`src/tps_defs.svh`:
```
// constants for the tick prescaler configuration block
`ifndef TPS_DEFS_SVH
`define TPS_DEFS_SVH
`define TPS_OPT_ADDR 8'h81
`define TPS_CNT_ADDR 8'h01
`define TPS_OPT_RESET 8'hFF
`define TPS_CNT_RESET 8'h00
`define TPS_BIT_PU 7
`define TPS_BIT_IEDG 6
`define TPS_BIT_CS 5
`define TPS_BIT_SE 4
`define TPS_BIT_PSA 3
`define TPS_PS_HI 2
`define TPS_PS_LO 0
`endif

```
`src/tps_pkg.sv`:
```
// types for the tick prescaler configuration block
package tps_pkg;
  typedef struct packed {
    logic pu_dis;
    logic irq_edge;
    logic clk_src;
    logic src_edge;
    logic prescaler_assign;
    logic [2:0] rate;
  } tps_opt_t;
endpackage

```
`src/tps_top.sv`:
```
// option register, prescaler and tick counter
`timescale 1ns/100ps
`default_nettype none
`include "tps_defs.svh"
module tps_top #(
  parameter int ADDR_W = 8
) (
  // clock and reset
  input wire logic clk_i,
  input wire logic rst_i,
  // wishbone slave
  input wire logic cyc_i,
  input wire logic stb_i,
  input wire logic we_i,
  input wire logic [ADDR_W-1:0] adr_i,
  input wire logic [3:0] sel_i,
  input wire logic [31:0] dat_i,
  output logic [31:0] dat_o,
  output logic ack_o,
  // port b
  input wire logic [7:0] port_b_latch_i,
  output logic [7:0] port_b_pullup_en_o,
  // external interrupt pin
  input wire logic ext_irq_pin_i,
  output logic ext_irq_event_o,
  // external count clock pin
  input wire logic ext_count_clock_pin_i,
  input wire logic ext_count_clock_drive_low_i,
  output logic ext_count_clock_pin_o,
  output logic ext_count_clock_pin_oe_o,
  // watchdog side
  input wire logic watchdog_tick_i,
  output logic watchdog_timeout_o,
  // counter
  output logic [7:0] tick_counter_o,
  output logic tick_overflow_o
);
  initial begin
    if (ADDR_W < 8) $error("ADDR_W must be at least 8");
  end

  tps_pkg::tps_opt_t opt_reg, opt_next;
  logic [7:0] cnt_reg, cnt_next;
  logic [7:0] pre_reg, pre_next;
  logic [7:0] dat_reg, dat_next;
  logic ack_reg, ack_next;
  logic [2:0] ext_sync_reg, ext_sync_next;
  logic irq_prev_reg, irq_prev_next;
  logic irq_ev_reg, irq_ev_next;
  logic ovf_reg, ovf_next;
  logic wdt_reg, wdt_next;
  logic src_pulse, pre_out, cnt_inc, ext_edge, wb_req, hit_opt, hit_cnt;

  // ratio mask: 2**n - 1
  function automatic logic [7:0] rate_mask(input logic [3:0] n);
    rate_mask = 8'(({8'h00, 8'hFF} << n) >> 8);
  endfunction

  assign wb_req = cyc_i && stb_i && !ack_reg;
  assign hit_opt = adr_i[7:0] == `TPS_OPT_ADDR;
  assign hit_cnt = adr_i[7:0] == `TPS_CNT_ADDR;

  // external pin edge
  always_comb begin
    if (opt_reg.src_edge) begin
      ext_edge = ext_sync_reg[2] && !ext_sync_reg[1];
    end else begin
      ext_edge = !ext_sync_reg[2] && ext_sync_reg[1];
    end
    src_pulse = opt_reg.clk_src ? ext_edge : 1'b1;
  end

  // prescaler shared between counter and watchdog
  always_comb begin
    pre_next = pre_reg;
    pre_out = 1'b0;
    wdt_next = 1'b0;
    if (opt_reg.prescaler_assign) begin
      if (watchdog_tick_i) begin
        if ((pre_reg & rate_mask({1'b0, opt_reg.rate})) == rate_mask({1'b0, opt_reg.rate})) begin
          pre_next = 8'h00;
          wdt_next = 1'b1;
        end else begin
          pre_next = 8'(pre_reg + 8'h01);
        end
      end
    end else if (src_pulse) begin
      if ((pre_reg & rate_mask(4'(opt_reg.rate) + 4'h1)) == rate_mask(4'(opt_reg.rate) + 4'h1)) begin
        pre_next = 8'h00;
        pre_out = 1'b1;
      end else begin
        pre_next = 8'(pre_reg + 8'h01);
      end
    end
    // counter runs undivided when prescaler serves watchdog
    cnt_inc = opt_reg.prescaler_assign ? src_pulse : pre_out;
  end

  // registers and counter next values
  always_comb begin
    opt_next = opt_reg;
    cnt_next = cnt_inc ? 8'(cnt_reg + 8'h01) : cnt_reg;
    ovf_next = cnt_inc && cnt_reg == 8'hFF;
    dat_next = dat_reg;
    ack_next = wb_req;
    ext_sync_next = {ext_sync_reg[1], ext_sync_reg[0], ext_count_clock_pin_i};
    irq_prev_next = ext_irq_pin_i;
    if (opt_reg.irq_edge) begin
      irq_ev_next = ext_irq_pin_i && !irq_prev_reg;
    end else begin
      irq_ev_next = !ext_irq_pin_i && irq_prev_reg;
    end
    if (wb_req) begin
      if (hit_opt) begin
        if (we_i && sel_i[0]) begin
          opt_next = tps_pkg::tps_opt_t'(dat_i[7:0]);
        end
        dat_next = opt_reg;
      end else if (hit_cnt) begin
        if (we_i && sel_i[0]) begin
          cnt_next = dat_i[7:0];
        end
        dat_next = cnt_reg;
      end else begin
        dat_next = 8'h00;
      end
    end
  end

  always_ff @(posedge clk_i) begin
    // pin history runs through reset, so no false edge follows it
    ext_sync_reg <= ext_sync_next;
    irq_prev_reg <= irq_prev_next;
    if (rst_i) begin
      opt_reg <= tps_pkg::tps_opt_t'(`TPS_OPT_RESET);
      cnt_reg <= `TPS_CNT_RESET;
      pre_reg <= 8'h00;
      dat_reg <= 8'h00;
      ack_reg <= 1'b0;
      irq_ev_reg <= 1'b0;
      ovf_reg <= 1'b0;
      wdt_reg <= 1'b0;
    end else begin
      opt_reg <= opt_next;
      cnt_reg <= cnt_next;
      pre_reg <= pre_next;
      dat_reg <= dat_next;
      ack_reg <= ack_next;
      irq_ev_reg <= irq_ev_next;
      ovf_reg <= ovf_next;
      wdt_reg <= wdt_next;
    end
  end

  assign port_b_pullup_en_o = opt_reg.pu_dis ? 8'h00 : port_b_latch_i;
  assign ext_count_clock_pin_o = 1'b0;
  assign ext_count_clock_pin_oe_o = ext_count_clock_drive_low_i;
  assign dat_o = {24'h000000, dat_reg};
  assign ack_o = ack_reg;
  assign tick_counter_o = cnt_reg;
  assign tick_overflow_o = ovf_reg;
  assign ext_irq_event_o = irq_ev_reg;
  assign watchdog_timeout_o = wdt_reg;

  pullup_gate_a: assert property (@(posedge clk_i) disable iff (rst_i)
    opt_reg.pu_dis |-> port_b_pullup_en_o == 8'h00)
    else $error("pull-ups on while disabled");
  irq_rise_a: assert property (@(posedge clk_i) disable iff (rst_i)
    $stable(opt_reg.irq_edge) && opt_reg.irq_edge && $rose(ext_irq_pin_i) |=> ext_irq_event_o)
    else $error("rising edge interrupt missed");
  int_src_a: assert property (@(posedge clk_i) disable iff (rst_i)
    !opt_reg.clk_src && opt_reg.prescaler_assign && !(wb_req && hit_cnt && we_i) |=> tick_counter_o == 8'($past(cnt_reg) + 8'h01))
    else $error("counter not following instruction clock");
  ext_fall_a: assert property (@(posedge clk_i) disable iff (rst_i)
    opt_reg.clk_src && opt_reg.src_edge && !ext_sync_reg[1] && ext_sync_reg[2] |-> src_pulse)
    else $error("falling count edge lost");
  wdt_route_a: assert property (@(posedge clk_i) disable iff (rst_i)
    opt_reg.prescaler_assign |-> !pre_out)
    else $error("prescaler feeds counter while on watchdog");
  tick_div_a: assert property (@(posedge clk_i) disable iff (rst_i)
    !opt_reg.prescaler_assign && !opt_reg.clk_src && opt_reg.rate == 3'h0 && $stable(opt_reg) |-> pre_out != $past(pre_out))
    else $error("1:2 prescale wrong");
  wdt_div_a: assert property (@(posedge clk_i) disable iff (rst_i)
    opt_reg.prescaler_assign && opt_reg.rate == 3'h0 && watchdog_tick_i |=> watchdog_timeout_o)
    else $error("1:1 postscale wrong");
  pin_od_a: assert property (@(posedge clk_i) disable iff (rst_i)
    ext_count_clock_pin_oe_o |-> !ext_count_clock_pin_o)
    else $error("count pin driven high");
  sync_delay_a: assert property (@(posedge clk_i) disable iff (rst_i)
    ext_sync_reg[1] == $past(ext_count_clock_pin_i, 2))
    else $error("synchroniser depth wrong");

  ack_pulse_a: assert property (@(posedge clk_i) disable iff (rst_i)
    ack_o
    |=> !ack_o)
    else $error("ack longer than one cycle");

  ack_follow_a: assert property (@(posedge clk_i) disable iff (rst_i)
    cyc_i && stb_i && !ack_o
    |=> ack_o)
    else $error("request not acknowledged");

  ack_cause_a: assert property (@(posedge clk_i) disable iff (rst_i)
    !(cyc_i && stb_i)
    |=> !ack_o)
    else $error("ack without request");

  opt_write_a: assert property (@(posedge clk_i) disable iff (rst_i)
    wb_req && hit_opt && we_i && sel_i[0]
    |=> opt_reg == tps_pkg::tps_opt_t'($past(dat_i[7:0])))
    else $error("option write lost");

  opt_read_a: assert property (@(posedge clk_i) disable iff (rst_i)
    wb_req && hit_opt && !we_i
    |=> dat_o[7:0] == $past(opt_reg))
    else $error("option read wrong");

  unmapped_read_a: assert property (@(posedge clk_i) disable iff (rst_i)
    wb_req && !hit_opt && !hit_cnt
    |=> dat_o == 32'h00000000)
    else $error("unmapped read not zero");

  dat_upper_a: assert property (@(posedge clk_i) disable iff (rst_i)
    ack_o
    |-> dat_o[31:8] == 24'h000000)
    else $error("upper read bits not zero");

  opt_hold_a: assert property (@(posedge clk_i) disable iff (rst_i)
    !(wb_req && hit_opt && we_i && sel_i[0])
    |=> $stable(opt_reg))
    else $error("option changed without write");

  pullup_pass_a: assert property (@(posedge clk_i) disable iff (rst_i)
    !opt_reg.pu_dis
    |-> port_b_pullup_en_o == port_b_latch_i)
    else $error("pull-ups not following latch");

  irq_fall_a: assert property (@(posedge clk_i) disable iff (rst_i)
    $stable(opt_reg.irq_edge) && !opt_reg.irq_edge && $fell(ext_irq_pin_i)
    |=> ext_irq_event_o)
    else $error("falling edge interrupt missed");

  irq_pulse_a: assert property (@(posedge clk_i) disable iff (rst_i)
    ext_irq_event_o && $stable(opt_reg.irq_edge)
    |=> !ext_irq_event_o)
    else $error("interrupt event too long");

  irq_quiet_a: assert property (@(posedge clk_i) disable iff (rst_i)
    $stable(ext_irq_pin_i)
    |=> !ext_irq_event_o)
    else $error("interrupt event without edge");

  sync_shift_a: assert property (@(posedge clk_i) disable iff (rst_i)
    1'b1
    |-> ext_sync_reg[2] == $past(ext_sync_reg[1]))
    else $error("synchroniser stage skipped");

  ext_rise_a: assert property (@(posedge clk_i) disable iff (rst_i)
    opt_reg.clk_src && !opt_reg.src_edge && ext_sync_reg[1] && !ext_sync_reg[2]
    |-> src_pulse)
    else $error("rising count edge lost");

  ext_none_a: assert property (@(posedge clk_i) disable iff (rst_i)
    opt_reg.clk_src && ext_sync_reg[1] == ext_sync_reg[2]
    |-> !src_pulse)
    else $error("count pulse without pin edge");

  int_pulse_a: assert property (@(posedge clk_i) disable iff (rst_i)
    !opt_reg.clk_src
    |-> src_pulse)
    else $error("instruction clock pulse missing");

  cnt_hold_a: assert property (@(posedge clk_i) disable iff (rst_i)
    opt_reg.prescaler_assign && opt_reg.clk_src && ext_sync_reg[1] == ext_sync_reg[2] && !(wb_req && hit_cnt && we_i)
    |=> $stable(tick_counter_o))
    else $error("counter moved without pin edge");

  cnt_write_a: assert property (@(posedge clk_i) disable iff (rst_i)
    wb_req && hit_cnt && we_i && sel_i[0]
    |=> tick_counter_o == $past(dat_i[7:0]))
    else $error("counter write lost");

  ovf_flag_a: assert property (@(posedge clk_i) disable iff (rst_i)
    cnt_inc && cnt_reg == 8'hFF && !(wb_req && hit_cnt && we_i)
    |=> tick_overflow_o && tick_counter_o == 8'h00)
    else $error("overflow not flagged");

  ovf_pulse_a: assert property (@(posedge clk_i) disable iff (rst_i)
    !cnt_inc
    |=> !tick_overflow_o)
    else $error("overflow without increment");

  wdt_quiet_a: assert property (@(posedge clk_i) disable iff (rst_i)
    !(opt_reg.prescaler_assign && watchdog_tick_i)
    |=> !watchdog_timeout_o)
    else $error("watchdog pulse without tick");

  tick_quiet_a: assert property (@(posedge clk_i) disable iff (rst_i)
    !opt_reg.prescaler_assign && !src_pulse
    |-> !pre_out)
    else $error("prescaler output without source pulse");

  pin_release_a: assert property (@(posedge clk_i) disable iff (rst_i)
    !ext_count_clock_drive_low_i
    |-> !ext_count_clock_pin_oe_o)
    else $error("count pin driven while released");
endmodule
`default_nettype wire

```
`config.mk`:
```
export PLATFORM = sky130hd
export DESIGN_NAME = tps_top
export DESIGN_NICKNAME = d
export VERILOG_FILES = /design/src/tps_pkg.sv /design/src/tps_top.sv
export VERILOG_INCLUDE_DIRS = /design/src
export SDC_FILE = /design/constraint.sdc
export NUM_CORES = 1
export LEC_CHECK = 0
export BUFFER_PORTS_ARGS = -buffer_cell sky130_fd_sc_hd__buf_2
export CORE_ASPECT_RATIO = 0.8
export CORE_UTILIZATION = 34
export CTS_BUF_LIST = sky130_fd_sc_hd__clkbuf_2 sky130_fd_sc_hd__clkbuf_4 sky130_fd_sc_hd__clkbuf_8
export CTS_CLUSTER_DIAMETER = 60
export DETAILED_ROUTE_END_ITERATION = 10
export MAX_ROUTING_LAYER = met4
export PLACE_DENSITY = 0.74
export REMOVE_ABC_BUFFERS = 1
export SLEW_MARGIN = 20
export SYNTH_ARGS = -nofsm -noshare
export SYNTH_HDL_FRONTEND = slang
export SYNTH_SLANG_ARGS = --single-unit
```
`constraint.sdc`:
```
create_clock -name clk_i -period 2.9 [get_ports clk_i]
set_input_delay 0.145 -clock clk_i [delete_from_list [all_inputs] [get_ports clk_i]]
set_output_delay 0.145 -clock clk_i [all_outputs]
set_load 0.05 [all_outputs]
```
Yosys cells after proc, flatten, opt, wreduce, memory -nomap -nowiden
Index checks and enable logic that the tools add are counted.
Storage, ports and cells
  output and inout port bits: 54
  flip-flop bits (word level): 40
  bits of input ports: 61
  logic and storage cells: 67
Cells by class
  mux-type cells: 20
  reductions and logical operators: 17
  add/subtract/negate cells: 3
  shift-type cells: 2
  bitwise logic cells: 4
  eq/ne operators: 6
Operators with widths (count)
  $mux W8: 13
  $add A8 B1 Y8 const B: 2
  $and A8 B8 Y8: 2
  $eq A8 B8 Y1: 2
  $eq A8 B8 Y1 const B: 2
  $shl A8 B3 Y16 const A: 1
  $shl A8 B4 Y16 const A: 1
  $eq A8 B1 Y1 const B: 1
  $logic_and A1 B1 Y1: 8
  $mux W1: 7
  $logic_not A1 Y1: 5
  $add A3 B1 Y4 const B: 1
  $reduce_and A3 Y1: 1
  $reduce_or A3 Y1: 1
  $ne A2 B2 Y1 const B: 1
  $not A1 Y1: 2
  $reduce_and A2 Y1: 1
  $reduce_bool A2 Y1: 1

Logic depth before layout (Yosys ltp)
  depth after elaboration: 12
  gate-level depth with buffers: 10

Worst setup path before layout
OpenSTA, ideal clock, no wires.
  kind: register -> register
  start point: register opt_reg[1] (netlist name)
  end point: register cnt_reg[4] (netlist: tick_counter_o[4])
  data required time: 2809 ps
  library setup time: 91 ps
  path buffers: 0
  arrival time: 2257 ps
  clock period less this slack: 2348 ps
  stages on the path, launching flop included: 10
  path slack: 552 ps
  path through: dfxtp_1 -> ha_1 -> inv_1 -> ha_1 -> nand2_1 -> xnor2_1 -> a211oi_2 -> a41oi_2 -> or4_1 -> a311oi_1
Between the ends
  longest elaborated chain between the ends: 12
RTL lines
  from (decl): RTL line tps_top.sv:42  | tps_pkg::tps_opt_t opt_reg, opt_next;
  from (signal assigned): RTL line tps_top.sv:135  | opt_reg <= tps_pkg::tps_opt_t'(`TPS_OPT_RESET);
  from (signal assigned): RTL line tps_top.sv:144  | opt_reg <= opt_next;
  $add A3 B1 Y4 *: RTL line tps_top.sv:88  | if ((pre_reg & rate_mask(4'(opt_reg.rate) + 4'h1)) == rate_mask(4'(opt_reg.rate) + 4'h1)) begin
  $shl A8 B4 Y16 *: RTL line tps_top.sv:56  | rate_mask = 8'(({8'h00, 8'hFF} << n) >> 8);
  $and A8 B8 Y8: RTL line tps_top.sv:88
  $eq A8 B8 Y1 *: RTL line tps_top.sv:88
  $mux W1 *: RTL line tps_top.sv:88
  $mux W1 *: RTL line tps_top.sv:87  | end else if (src_pulse) begin
  $mux W1 *: RTL line tps_top.sv:96  | cnt_inc = opt_reg.prescaler_assign ? src_pulse : pre_out;
  $mux W8 *: RTL line tps_top.sv:102  | cnt_next = cnt_inc ? 8'(cnt_reg + 8'h01) : cnt_reg;
  $mux W8: RTL line tps_top.sv:120  | if (we_i && sel_i[0]) begin
  $mux W8: RTL line tps_top.sv:119  | end else if (hit_cnt) begin
  $mux W8: RTL line tps_top.sv:114  | if (hit_opt) begin
  $mux W8 *: RTL line tps_top.sv:113  | if (wb_req) begin
  to (signal assigned): RTL line tps_top.sv:136  | cnt_reg <= `TPS_CNT_RESET;
  to (signal assigned): RTL line tps_top.sv:145  | cnt_reg <= cnt_next;
  to (decl): RTL line tps_top.sv:43  | logic [7:0] cnt_reg, cnt_next;
Every way passes the cells marked *; elsewhere a longest branch is shown, timed or not.
A chain may end at the register's enable or synchronous reset.

Worst setup path in the final report
Ends and elaborated chain as after synthesis.

==> summary.md <==
| Metric | Value |
|---|---|
| Clk_lat worst skew | `0.30 ns` |
| Reg2reg start | `opt_reg[1]$_SDFFE_PP1P_` |
| Storage element area | `801 sq um` |
| CP peak stage delay | `0.54 ns` |
| Initial antenna violation count | `0` |
| Commonest cells post-synth | `dfxtp_1 (40), nor2_1 (36), buf_4 (27), nor2b_1 (14)` |
| Die ar. | `6800 sq um` |
| Pin count of the biggest net entering global routing | `30` |
| Critical path class | `flop to flop` |
| Crit-path max FO | `13` |
| Top cell type's share of synthesized area | `36.4%` |
| CP top delay family | `compound AO/OA/AOI/OAI gates` |
| Critical path's slowest cell | `or4_1` |
| Vias in the first global route | `1709` |
| Worst setup path startpoint | `opt_reg[1]$_SDFFE_PP1P_` |
| Leading area contributor after synthesis | `dfxtp_1` |
| Port Buffer Count | `60` |
| Area of the multi-input gates | `1230 sq um` |
| Slew HR | `55.4%` |
| Final WS setup | `0.216 ns` |
| DR vias | `1941` |
| Fmax | `373 MHz` |
| Sum of negative setup slack | `0 ns` |
| CP Launch Type | `flop` |
| Post-layout util | `43.7%` |
| Worst hold start | `dat_i[6]` |
| Synthesized instance count | `245` |
| Die height | `74.0 um` |
| P&R area growth vs syn | `20.3%` |
| TritonCTS sink count | `40` |
| Overall overflow remaining after global route | `0` |
| Hold Fails Final Rpt | `0` |
| Total power | `1180 uW` |
| Synth Register Bits | `40` |
| Synth cell types | `51` |
| Critical Path AT | `2.89 ns` |
| Clock Skews | `0.0112 ns` |
| Worst-path cell chain | `ha_1 > inv_1 > ha_1 > nand2_1 > xnor2_1 > a211oi_2 > a41oi_4 > or4_1 > a311oi_1` |
| Post-Syn Area | `2200 sq um` |
| TritonCTS Buffers | `5` |
| Die W | `92.0 um` |
| DR iter-0 viols | `152` |
| Post-Syn Area per Cell | `8.99 sq um` |
| Maximum VDD drop | `216 uV` |
| FP Rows | `25` |
| Placed cell count | `382` |
| Clock Tree Buf Depth | `2` |
| H-Tree Level Count | `2` |
| Final wirelength | `5.19 mm` |
| Layout Nets | `380` |
| CTS tree | `yes` |
| LEAKAGE | `0.00118 uW` |
| Number of max-cap violations | `0` |
| Core area | `6070 sq um` |
| Status | `completed` |
| Final Critical Period | `2.68 ns` |
| DRC violations left | `0` |
| Hold crit path type | `input port to flop` |
| Post-synth EDFFs | `0` |
| CP most frequent cell | `ha_1` |
| # diodes | `0` |
| Warnings from Yosys | `0` |
| Clk slew on worst S/H paths | `0.09 ns` |
| Global-route wire length before repair | `8.22 mm` |
| CTS Root Cell | `clkbuf_8` |
| Post-DP HPWL | `3.82 mm` |
| First-pass DRT Iterations | `4` |
| Finish-stage setup viols | `0` |
| Slew Limit Fails | `0` |
| Synth async-reset ratio | `0%` |
| Post CTS Setup Buffer Count | `0` |
| Predominant post-synthesis flop cell | `dfxtp_1` |
| Critical Path RT | `3.10 ns` |
| Starting Density | `36.3%` |
| Reg2Reg Setup Slack | `0.22 ns` |
| Post-Place Worst Slack | `0.212 ns` |
| Ranking of synthesized cells by area | `dfxtp_1 (36%), buf_4 (9.2%), nor2_1 (6.1%), ha_1 (5.1%), nor2b_1 (4.0%)` |
| Post-route insts no fill | `392` |
| Via-to-Cell Ratio | `4.95` |
| GRT Total Usage | `16.0%` |
| Fin crit share | `92.5%` |
| Filler Cell Count | `598` |
| CP Capture Type | `flop` |
| Worst path bufs/invs | `1` |
| Slew @ Worst Pin | `0.667 ns` |
| Routed WL per cell | `13.2 um` |
| Cell area power density | `446 nW/um^2` |
| Post-synthesis sequential area ratio | `36.4%` |
| Routed Antenna Nets | `0` |
| Share of cells above drive strength 1 | `27.0%` |
| I/O Pins | `115` |
| Routability congestion estimate | `0.798` |
| Most instantiated library cell after synthesis | `dfxtp_1` |
| RSZ-0062 raised after global routing | `false` |
==> cells by family (layout without fill, tap and decap cells) <==
group | Yosys count | in the layout | synth area share (%)
simple gates | 93 | 93 | 23.1
other cells | 1 | 25 | 0.170
buf+inv | 43 | 85 | 12.4
compound gates | 50 | 50 | 19.1
mux | 2 | 2 | 0.966
flops | 40 | 40 | 36.4
fa+ha+maj | 9 | 9 | 5.11
xor+xnor | 7 | 7 | 2.78
==> layout by cell type (no fill, tap or decap), drive strengths merged, types with 2 or more instances in the layout <==
master / synthesis / layout
o31ai: 4 / 4
and3: 4 / 4
a211o: 9 / 9
nor2b: 14 / 14
nor3b: 2 / 2
a222oi: 8 / 8
inv: 7 / 7
a31oi: 3 / 3
or3: 3 / 3
nand4: 3 / 3
o21a: 2 / 2
dlygate4sd3: 0 / 2
buf: 32 / 68
conb: 1 / 25
nor2: 36 / 36
nand2: 9 / 9
a311oi: 7 / 7
a211oi: 2 / 2
or4: 5 / 5
o21ai: 5 / 5
clkbuf: 4 / 5
xor2: 4 / 4
nor4: 3 / 3
ha: 9 / 9
nor3: 2 / 2
dfxtp: 40 / 40
nand2b: 2 / 2
nand3: 4 / 4
nand3b: 3 / 3
xnor2: 3 / 3
==> layer usage <==
layer  GRT usage [%]  wire (um)  vias to the layer above
met1            20.8       2390                      886
li1                -          -                      968
met5               -          0                        -
met3            3.99        400                        6
met2            23.6       2330                       81
met4            7.12         77                        0
==> repair_timing <==
item / CTS / global route
setup endpoints to repair: 0 / 1
hold buffers: 2 / 0
hold endpoints to repair: 2 / 0
resized for setup: 0 / 1
==> cell type report <==
type / count / share of cell area [%]
clock buffers: 5 / 2.60
multi-input cells: 186 / 46.4
flip-flops and latches: 40 / 30.2
clock inverters: 3 / 1.61
repair buffers: 70 / 14.4
well taps: 81 / 3.82
inverters: 7 / 0.992
==> power by group <==
| part | leakage, uW | total, uW | internal, uW | switching [uW] |
|---|---|---|---|---|
| Sequential | 0.000325 | 567 | 558 | 9.54 |
| Combinational | 0.000803 | 152 | 34.8 | 118 |
| Clock | 0.0000541 | 463 | 255 | 208 |
| Total | 0.00118 | 1180 | 847 | 335 |
==> metrics by stage <==
stage,instance area [sq um],hold WS (ns)
after floorplan,2050,0.173
after global placement,2510,0.250
after detailed placement,2510,0.251
after CTS,2640,0.0627
after global routing,2650,0.0654
final,2650,0.0622
==> path summary, 6_finish.rpt <==
| kind | end | cells after the start |
|---|---|---|
| worst max-delay path | tick_counter_o[4]$_SDFF_PP0_ | 9 |
| worst min-delay path | opt_reg[6]$_SDFFE_PP1P_ | 2 |
| worst max register to register | tick_counter_o[4]$_SDFF_PP0_ | 9 |
| worst min register to register | ext_sync_reg[1]$_DFF_P_ | 0 |
No activity file was read; power rests on OpenSTA's default activity.
